## src/sqp_pkg.sv

```systemverilog
package sqp_pkg;
	localparam int          CFG_BITS      = 160;
	localparam int          NUM_OUT       = 9;
	localparam int          NUM_PLL       = 4;
	localparam int          MUL_W         = 11;
	localparam int          DIV_W         = 10;
	localparam int          ODIV_W        = 5;
	localparam logic [11:0] MUL_MAX       = 12'h800;
	localparam logic [10:0] NDIV_MAX      = 11'h400;
	localparam logic [4:0]  ODIV_MIN      = 5'h02;
	localparam logic [4:0]  ODIV_MAX      = 5'h14;
	// Field layout of the configuration word, one entry per PLL then per output
	localparam int          PLL_MUL_LSB   = 0;
	localparam int          PLL_DIV_LSB   = 44;
	localparam int          OUT_DIV_LSB   = 84;
	localparam int          OUT_SEL_LSB   = 129;
	localparam int          PROG_BIT      = 159;
	localparam int          CLK_HZ        = 25000000;
	localparam int          LOCK_MS       = 10;
	localparam int          WAKE_MS       = 2;
	localparam int          LOCK_CYC      = CLK_HZ / 1000 * LOCK_MS;
	localparam int          WAKE_CYC      = CLK_HZ / 1000 * WAKE_MS;
	localparam int          CNT_W         = 24;
	localparam int          SHIFT_DIV     = 2;
endpackage : sqp_pkg
```

## src/sqp_if.sv

```systemverilog
interface sqp_if;
	logic serialData;
	logic shiftClk;
	logic loadStrobe;
	logic power_down_tristate_n;
	modport device (input serialData, input shiftClk, input loadStrobe,
		input power_down_tristate_n);
	modport host (output serialData, output shiftClk, output loadStrobe,
		output power_down_tristate_n);
endinterface : sqp_if

```

## src/sqp_device.sv

```systemverilog
module sqp_device
	import sqp_pkg::*;
#(
	parameter int LOCK_CYCLES = LOCK_CYC,
	parameter int WAKE_CYCLES = WAKE_CYC
) (
	input  wire logic       clk_sys,               // System clock
	input  wire logic       rst,                   // Async reset, active high
	sqp_if.device           link,                  // Three-wire programming pins
	input  wire logic       reference_clock_input, // Reference clock level
	output logic [NUM_OUT-1:0] clkOut,             // Clock output levels
	output logic [NUM_OUT-1:0] clkOutEn,           // Output drive enables
	output logic            outStable              // Outputs locked and stable
);
	logic [CFG_BITS-1:0] shift_ff;
	logic [CFG_BITS-1:0] latch_ff;
	logic                sclkPrev_ff;
	logic                stbPrev_ff;
	logic                programmed_ff;
	logic [CNT_W-1:0]    settle_ff;
	logic [NUM_PLL-1:0]  vco;
	logic [CFG_BITS-1:0] nxt_shift;
	logic                sclkRise;
	logic                pdn;

	assign sclkRise  = link.shiftClk & ~sclkPrev_ff;
	assign pdn       = ~link.power_down_tristate_n;
	assign nxt_shift = {shift_ff[CFG_BITS-2:0], link.serialData};

	always_ff @(posedge clk_sys or posedge rst) begin
		if (rst) begin
			sclkPrev_ff <= 1'b0;
			// Strobe idles high, so no false load edge right after reset
			stbPrev_ff  <= 1'b1;
		end else begin
			sclkPrev_ff <= link.shiftClk;
			stbPrev_ff  <= link.loadStrobe;
		end
	end

	always_ff @(posedge clk_sys or posedge rst) begin
		if (rst) begin
			shift_ff <= '0;
		end else if (sclkRise) begin
			shift_ff <= nxt_shift;
		end
	end

	// Transparent latch modelled synchronously: follows the shifter while strobe is high
	always_ff @(posedge clk_sys or posedge rst) begin
		if (rst) begin
			latch_ff      <= '0;
			programmed_ff <= 1'b0;
		end else if (link.loadStrobe && (!stbPrev_ff || sclkRise)) begin
			// A shift pulse on the strobe edge itself must reach the latch too
			latch_ff      <= sclkRise ? nxt_shift : shift_ff;
			programmed_ff <= sclkRise ? nxt_shift[PROG_BIT] : shift_ff[PROG_BIT];
		end
	end

	// Settle counter restarts on every load; while powered down it is raised to at least the wake time
	always_ff @(posedge clk_sys or posedge rst) begin
		if (rst) begin
			settle_ff <= '0;
		end else if (link.loadStrobe && !stbPrev_ff) begin
			settle_ff <= CNT_W'(LOCK_CYCLES);
		end else if (pdn) begin
			// Held at no less than the wake time while powered down; a pending lock time outlasts the wake time
			if (settle_ff < CNT_W'(WAKE_CYCLES)) begin
				settle_ff <= CNT_W'(WAKE_CYCLES);
			end
		end else if (settle_ff != '0) begin
			settle_ff <= settle_ff - 1'b1;
		end
	end
	assign outStable = ~pdn && (settle_ff == '0);

	// Fractional M/N synthesis: accumulator adds M, wraps at N, toggles the VCO
	genvar gp;
	generate
		for (gp = 0; gp < NUM_PLL; gp++) begin : g_pll
			logic [MUL_W-1:0] mulSet;
			logic [DIV_W-1:0] divSet;
			logic [11:0]      mulVal;
			logic [10:0]      divVal;
			logic [DIV_W+MUL_W:0] sum;
			logic [DIV_W+MUL_W:0] acc_ff;
			logic [MUL_W-1:0]     phase_ff;
			assign mulSet = latch_ff[PLL_MUL_LSB+gp*MUL_W +: MUL_W];
			assign divSet = latch_ff[PLL_DIV_LSB+gp*DIV_W +: DIV_W];
			assign mulVal = {1'b0, mulSet} + 12'h001;
			assign divVal = {1'b0, divSet} + 11'h001;
			assign sum    = acc_ff + (DIV_W+MUL_W+1)'(mulVal);
			always_ff @(posedge clk_sys or posedge rst) begin
				if (rst) begin
					acc_ff   <= '0;
					phase_ff <= '0;
				end else if (!pdn) begin
					if (acc_ff >= (DIV_W+MUL_W+1)'(divVal)) begin
						// Remainder left by a larger divider or by M above N; restart
						acc_ff   <= '0;
						phase_ff <= phase_ff + 1'b1;
					end else if (sum >= (DIV_W+MUL_W+1)'(divVal)) begin
						acc_ff   <= sum - (DIV_W+MUL_W+1)'(divVal);
						phase_ff <= phase_ff + 1'b1;
					end else begin
						acc_ff <= sum;
					end
				end
			end
			assign vco[gp] = phase_ff[0];
		end
	endgenerate

	// Output dividers; counter kept across reloads so duty stays near half
	genvar go;
	generate
		for (go = 0; go < NUM_OUT; go++) begin : g_out
			logic [ODIV_W-1:0] odRaw;
			logic [ODIV_W-1:0] odVal;
			logic [1:0]        sel;
			logic              src;
			logic              srcPrev_ff;
			logic [ODIV_W-1:0] ocnt_ff;
			logic              oclk_ff;
			assign odRaw = latch_ff[OUT_DIV_LSB+go*ODIV_W +: ODIV_W];
			assign odVal = (odRaw < ODIV_MIN) ? ODIV_MIN :
				(odRaw > ODIV_MAX) ? ODIV_MAX : odRaw;
			assign sel   = latch_ff[OUT_SEL_LSB+go*2 +: 2];
			assign src   = vco[sel];
			always_ff @(posedge clk_sys or posedge rst) begin
				if (rst) begin
					srcPrev_ff <= 1'b0;
					ocnt_ff    <= '0;
					oclk_ff    <= 1'b0;
				end else begin
					srcPrev_ff <= src;
					if (src && !srcPrev_ff) begin
						if (ocnt_ff >= (odVal >> 1) - 1'b1) begin
							ocnt_ff <= '0;
							oclk_ff <= ~oclk_ff;
						end else begin
							ocnt_ff <= ocnt_ff + 1'b1;
						end
					end
				end
			end
			// Reference buffered straight through until programmed
			assign clkOut[go]   = programmed_ff ? oclk_ff : reference_clock_input;
			assign clkOutEn[go] = ~pdn;
		end
	endgenerate
endmodule : sqp_device

```

## src/flat_wrapper.sv

```systemverilog
// flat-port wrapper written by rule: the top's interface ports become plain ports
module sqp_device_flat import sqp_pkg::*;
#(
	parameter int LOCK_CYCLES = LOCK_CYC,
	parameter int WAKE_CYCLES = WAKE_CYC
)
  (clk_sys, rst, reference_clock_input, clkOut, clkOutEn, outStable, link_serialData, link_shiftClk, link_loadStrobe, link_power_down_tristate_n);
  sqp_if link_i ();
  input  wire logic clk_sys;
  input  wire logic rst;
  input  wire logic reference_clock_input;
  output logic [NUM_OUT-1:0] clkOut;
  output logic [NUM_OUT-1:0] clkOutEn;
  output logic outStable;
  input wire logic [$bits(link_i.serialData)-1:0] link_serialData;
  input wire logic [$bits(link_i.shiftClk)-1:0] link_shiftClk;
  input wire logic [$bits(link_i.loadStrobe)-1:0] link_loadStrobe;
  input wire logic [$bits(link_i.power_down_tristate_n)-1:0] link_power_down_tristate_n;
  assign link_i.serialData = link_serialData;
  assign link_i.shiftClk = link_shiftClk;
  assign link_i.loadStrobe = link_loadStrobe;
  assign link_i.power_down_tristate_n = link_power_down_tristate_n;
  sqp_device #(.LOCK_CYCLES(LOCK_CYCLES), .WAKE_CYCLES(WAKE_CYCLES)) u_core (.clk_sys(clk_sys), .rst(rst), .link(link_i), .reference_clock_input(reference_clock_input), .clkOut(clkOut), .clkOutEn(clkOutEn), .outStable(outStable));
endmodule
```

## config.mk

```make
export PLATFORM = sky130hd
export DESIGN_NAME = sqp_device_flat
export DESIGN_NICKNAME = d
export VERILOG_FILES = /design/src/sqp_pkg.sv /design/src/sqp_if.sv /design/src/sqp_device.sv /design/src/flat_wrapper.sv
export SDC_FILE = /design/constraint.sdc
export NUM_CORES = 1
export LEC_CHECK = 0
export BUFFER_PORTS_ARGS = -buffer_cell sky130_fd_sc_hd__buf_2
export CAP_MARGIN = 15
export CORE_MARGIN = 2
export CORE_UTILIZATION = 29
export CTS_CLUSTER_SIZE = 16
export DETAILED_ROUTE_END_ITERATION = 6
export PLACE_DENSITY = 0.54
export SETUP_SLACK_MARGIN = 0.5
export SYNTH_ARGS = -nofsm -noshare
export SYNTH_HDL_FRONTEND = slang
export SYNTH_SLANG_ARGS = --single-unit
```

## constraint.sdc

```tcl
create_clock -name clk_sys -period 19 [get_ports clk_sys]
set_input_delay 5.7 -clock clk_sys [delete_from_list [all_inputs] [get_ports clk_sys]]
set_output_delay 5.7 -clock clk_sys [all_outputs]
set_load 0.02 [all_outputs]
```

==> results_dict.tcl, run 1 <==
set metrics [dict create \
    path_cells "buf_2, buf_4, buf_2" \
    setup_viol 0 \
    outcome "complete, no violations" \
    drt-met1-wl_um 28500 \
    die_x_um 315 \
    p_leak_nw 14.6 \
    synth_area_leaders "dfrtp_1, mux2_2, ha_1" \
    grt_pass1_vias 19093 \
    hold_depth 1 \
    async_flop_share 1.00 \
    ir_drop_v 0.0000649 \
    clock_sinks 480 \
    yosysSeqAreaShare 0.428 \
    cts_buffers 56 \
    grt_setup_unrepaired "false" \
    yosys.area.top_type_share 0.427 \
    crit_path_max_fanout 54 \
    maxCapViolations 0 \
    htreeDepth 2 \
    row_count 114 \
    finClkSkew_ps 27.9 \
    placed_area_um2 29500 \
    finalWirelength_um 57200 \
    cp_num_cells 3 \
    synth.most_common_cell "dfrtp_1" \
    ys_types 106 \
    min_path_type "reg2reg" \
    highest_layer "met4" \
    initial_utilization 0.292 \
    clk_latency_ps 620 \
    post_cts_resized 0 \
    ys.flop_type "dfrtp_1" \
    drtPass1Iterations 5 \
    drtAntennaViolNets 0 \
    cts_tree "built" \
    crit_buf_inv 3 \
    post_cts.repair.setup_buffers 0 \
    layout-drive-gt1-share 0.194 \
    cp.arrival_ps 6700 \
    grt_max_degree 157 \
    drt_iter0_drc 1001 \
    max_freq_ghz 0.0806 \
    worst_pin_slew_ps 998 \
    syn_area_per_cell_um2 10.8 \
    io_pins 26 \
    gp_congestion 0.790 \
    powerDensity_nw_per_um2 129 \
    hold_buffers 0 \
    wl_per_cell_um 14.6 \
    nets 2808 \
    cp-end-kind "output pin" \
    slowest_delay_ps 580 \
    vias_per_cell 4.86 \
    tns_ps 0 \
    yosys_warnings 0 \
    period_minus_slack_ps 12400 \
    finalHoldViolations 0 \
    area_delta_synth_final_pct 11.8 \
    grt_pass1_wl_um 98900 \
    num_antenna_cells 0 \
    clk_root_buffer_cell "clkbuf_16" \
    relSlewSlack 0.335 \
    cp_top_family "buffers and inverters" \
    core-area_um2 96300 \
    dieArea_um2 99300 \
    fillers 9786 \
    die_y_um 315 \
    syn_inst 2595 \
    antenna_found_initial 0 \
    wl_met2_um 25900 \
    portBuffers 25 \
    synth-edff-count 0 \
    crit_type "in2out" \
    synthTopCellsByCount "dfrtp_1, mux2_2, ha_1" \
    vias 19012 \
    start_kind "primary input" \
    reg2reg_depth 16 \
    clk_path_buf_depth 3 \
    clk_transition_reported_paths_ps 50 \
    crit_slowest_cell "buf_4" \
    cp.required_ps 13300 \
    hpwl_um 39800 \
    synth-seq-cells 480 \
    grt-ovfl-total 0 \
    track_usage 0.118 \
    final_area_um2 31400 \
    syn_area_um2 28100 \
    cp_common_cell "buf_2" \
    drc 0 \
    min_period_over_period 0.653 \
    synth_nets 2814 \
    synth_top_area_cell "dfrtp_1" \
    drv_slew 0 \
    wl_met3_um 1750 \
]
-- layout make-up --
cell class	count	area, um2	share of cell area
multi-input cells	1931	15300	0.487
repair buffers	38	248	0.00790
well taps	1276	1600	0.0509
clock inverters	30	324	0.0103
flip-flops and latches	480	12000	0.383
clock buffers	73	1590	0.0505
inverters	82	312	0.00993
-- kinds of logic after synthesis --
kind of cell    count (synthesis)  share of synthesized area
fa+ha+maj                     212                     0.0966
xor+xnor                      144                     0.0449
buf+inv                       184                     0.0280
compound gates                567                      0.139
flops                         480                      0.428
simple gates                  666                      0.125
other cells                     1                   0.000134
mux                           341                      0.139
-- power breakdown --
| group | total [W] | internal [W] | switching (W) | leakage (nW) |
|---|---|---|---|---|
| Clock | 0.00109 | 0.000635 | 0.000451 | 0.920 |
| Sequential | 0.00127 | 0.00115 | 0.000121 | 6.50 |
| Combinational | 0.00169 | 0.000746 | 0.000941 | 7.15 |
| Total | 0.00404 | 0.00253 | 0.00151 | 14.6 |
-- layout by cell type (no fill, tap or decap), drive strengths merged, types with 10 or more instances in the layout --
cell type    n
a211oi      16
o2bb2ai     48
or2         20
o21ai      136
o31ai       35
o22ai       10
mux2       293
ha         204
a31oi       14
nor2       134
and2        17
clkinv      14
inv         86
a21oi      139
nand3       84
buf         38
xnor2       98
nor4        21
nand4       22
a21o        60
nand2      132
nor2b       46
clkbuf      73
nor3        51
o21a        15
xor2        46
and3        32
or3         17
mux2i       39
nand2b      62
dfrtp      479
-- per-layer routing --
metal | vias up | GRT usage
met3 | 70 | 0.0161
met4 | 0 | 0.0273
met5 | - | 0
met2 | 229 | 0.189
li1 | 9468 | -
met1 | 9245 | 0.169
-- metrics by stage --
step                      utilization  hold slack, ps  instances  setup slack, ps  total power, W
after global routing            0.326             482       3910             6530         0.00436
final                           0.326             468       3910             6600         0.00404
after floorplan                     -             445       2595             6750         0.00263
after detailed placement        0.306             464       3807             6590         0.00297
after global placement          0.306             463       3807             6620         0.00297
after CTS                       0.326             475       3910             6590         0.00409
-- final timing paths --
check,from,to,slack (ps)
worst max-delay path,link_power_down_tristate_n,clkOutEn[2],6600
worst min register to register,u_core.g_out[4].oclk_ff,u_core.g_out[4].oclk_ff,470
min in group asynchronous,rst,u_core.g_out[3].ocnt_ff[2],5340
max in group asynchronous,rst,u_core.g_pll[3].acc_ff[13],10450
worst max register to register,u_core.g_pll[3].acc_ff[1],u_core.g_pll[3].acc_ff[0],13890
worst min-delay path,u_core.g_out[4].oclk_ff,u_core.g_out[4].oclk_ff,470
-- sequential cells by signal, summed over array words and instances (netlist names) --
| register | cells |
|---|---|
| u_core.g_out.srcPrev_ff | 9 |
| u_core.settle_ff | 24 |
| u_core.g_pll.phase_ff | 4 |
| u_core.g_pll.acc_ff | 88 |
| u_core.g_out.oclk_ff | 9 |
| u_core.latch_ff | 138 |
| u_core.g_out.ocnt_ff | 45 |
| u_core.sclkPrev_ff | 1 |
| u_core.programmed_ff | 1 |
| u_core.stbPrev_ff | 1 |
| u_core.shift_ff | 160 |
No activity file was read; power rests on OpenSTA's default activity.
==> run 2, diff against run 1 <==
Clock period 19 ns to 10.8 ns, I/O delays scaled along.
==> run 2 against run 1 <==
- non-clock buffer count is 3 lower
- critical endpoint is now outStable
- worst hold slack got worse by 2.9 ps
- clock-buffer cell count increased by 5
- largest power group unchanged
- register-to-register slack worse by 8300 ps
- combinational power grew 75%
- largest cell class unchanged
==> results_dict.tcl, run 2 (same netlist as run 1, synthesis figures left out) <==
set metrics [dict create \
    slowest_delay_ps 350 \
    setup_viol 0 \
    cts_tree "built" \
    hold_buffers 0 \
    powerDensity_nw_per_um2 231 \
    grt_setup_unrepaired "false" \
    nets 2807 \
    cp-end-kind "output pin" \
    dieArea_um2 99300 \
    final_cell_mix "dfrtp_1, mux2_2, ha_1, a21oi_1, nor2_1" \
    post_cts_resized 0 \
    wl_per_cell_um 14.9 \
    reg2reg_depth 16 \
    core-area_um2 96300 \
    post_cts.repair.setup_buffers 0 \
    layout-drive-gt1-share 0.193 \
    top_register "u_core.shift_ff" \
    cp.required_ps 7560 \
    grt-ovfl-total 0 \
    drt_iter0_drc 1100 \
    relSlewSlack 0.230 \
    crit_buf_inv 3 \
    clk_path_buf_depth 3 \
    drv_slew 0 \
    fin_util 0.327 \
    multiInputGateArea_um2 15300 \
    clock_sinks 480 \
    drtAntennaViolNets 0 \
    reg_top3 "u_core.shift_ff x160, u_core.latch_ff x138, u_core.g_pll.acc_ff x88" \
    hpwl_um 39600 \
    ir_drop_v 0.000161 \
    cp_common_cell "buf_2" \
    finalWirelength_um 58500 \
    area_delta_synth_final_pct 12.3 \
    hold_depth 1 \
    min_period_over_period 0.702 \
    p_leak_nw 14.6 \
    htreeDepth 2 \
    drc 0 \
    worst_pin_slew_ps 1150 \
    max_freq_ghz 0.132 \
    grt_max_degree 183 \
    cts_buffers 58 \
    vias_per_cell 4.88 \
    initial_utilization 0.292 \
    cp_top_family "buffers and inverters" \
    path_cells "buf_2, inv_2, nor2_1, buf_2" \
    period_minus_slack_ps 7580 \
    seqCellArea_um2 12000 \
    crit_path_max_fanout 25 \
    grt_pass1_vias 19254 \
    row_count 114 \
    vias 19091 \
    clk_root_buffer_cell "clkbuf_16" \
    portBuffers 25 \
    hold_ws_ps 465 \
    start_kind "primary input" \
    maxCapViolations 0 \
    antenna_found_initial 0 \
    track_usage 0.120 \
    total_power_w 0.00728 \
    clk_transition_reported_paths_ps 60 \
    cp_num_cells 4 \
    outcome "complete, no violations" \
    cp.arrival_ps 4340 \
    finalHoldViolations 0 \
    min_path_type "reg2reg" \
    dp.cells 3804 \
    gp_congestion 0.797 \
    fillers 9789 \
    num_antenna_cells 0 \
    fin_cells 3913 \
    finClkSkew_ps 57.0 \
    io_pins 26 \
    tns_ps 0 \
    grt_pass1_wl_um 100000 \
    crit_type "in2out" \
    mostFrequentLayoutCell "dfrtp_1" \
    drtPass1Iterations 5 \
    crit_slowest_cell "buf_2" \
    die_y_um 315 \
    clk_latency_ps 660 \
    largest_reg_flops 160 \
    die_x_um 315 \
]
[run 2: changes by cell type in the layout (fill, tap and decap cells not counted), sizes merged]
cell      previous run  this run
clkinvlp             9         6
buf                 38        35
bufinv               3         8
inv                 86        85
clkbuf              73        78
[run 2: stage by stage]
step | worst slack (ps) | cell area [um2]
after floorplan | 1060 | 28100
after global placement | 3200 | 29500
after detailed placement | 3190 | 29500
after CTS | 3180 | 31500
after global routing | 3070 | 31500
final | 3220 | 31500
[run 2: path summary, 6_finish.rpt]
path / start / endpoint / slack, ps
min reg2reg: u_core.shift_ff[81] / u_core.shift_ff[82] / 470
min: u_core.shift_ff[81] / u_core.shift_ff[82] / 470
min in group asynchronous: rst / u_core.g_pll[2].acc_ff[18] / 2620
max reg2reg: u_core.g_pll[3].acc_ff[1] / u_core.g_pll[3].acc_ff[0] / 5630
max in group asynchronous: rst / u_core.g_out[8].ocnt_ff[1] / 6310
max: link_power_down_tristate_n / outStable / 3220
[run 2: cell type report]
class,instances,area share
clock buffer,78,0.0516
tap,1276,0.0507
inverter,82,0.00988
clock inverter,31,0.0138
sequential,480,0.381
timing repair buffer,35,0.00794
multi-input combinational,1931,0.485
[run 2: report_power, final]
part	switching (W)	internal [W]	total [W]
Sequential	0.000216	0.00201	0.00223
Clock	0.000835	0.00126	0.00209
Combinational	0.00165	0.00131	0.00296
[run 2: layer usage]
layer | global-route usage | vias to the layer above | part of all wire
li1 | - | 9472 | -
met1 | 0.173 | 9347 | 0.51
met2 | 0.188 | 207 | 0.44
met3 | 0.0182 | 65 | 0.031
met4 | 0.0318 | 0 | 0.017
met5 | 0 | - | 0
[run 2: worst register-to-register path: stages, from the launching register on]
cell and delay (ps):
dfrtp_1 440, ha_1 300, nor2b_1 140, o31ai_1 590, nand2b_1 130, a21oi_1 200, xnor2_1 170, ha_1 320
a21o_1 190, a21o_1 160, a221oi_1 390, o21ai_0 210, a21oi_1 380, nand3_1 230, nor3_4 710, mux2_1 380
o22ai_1 120
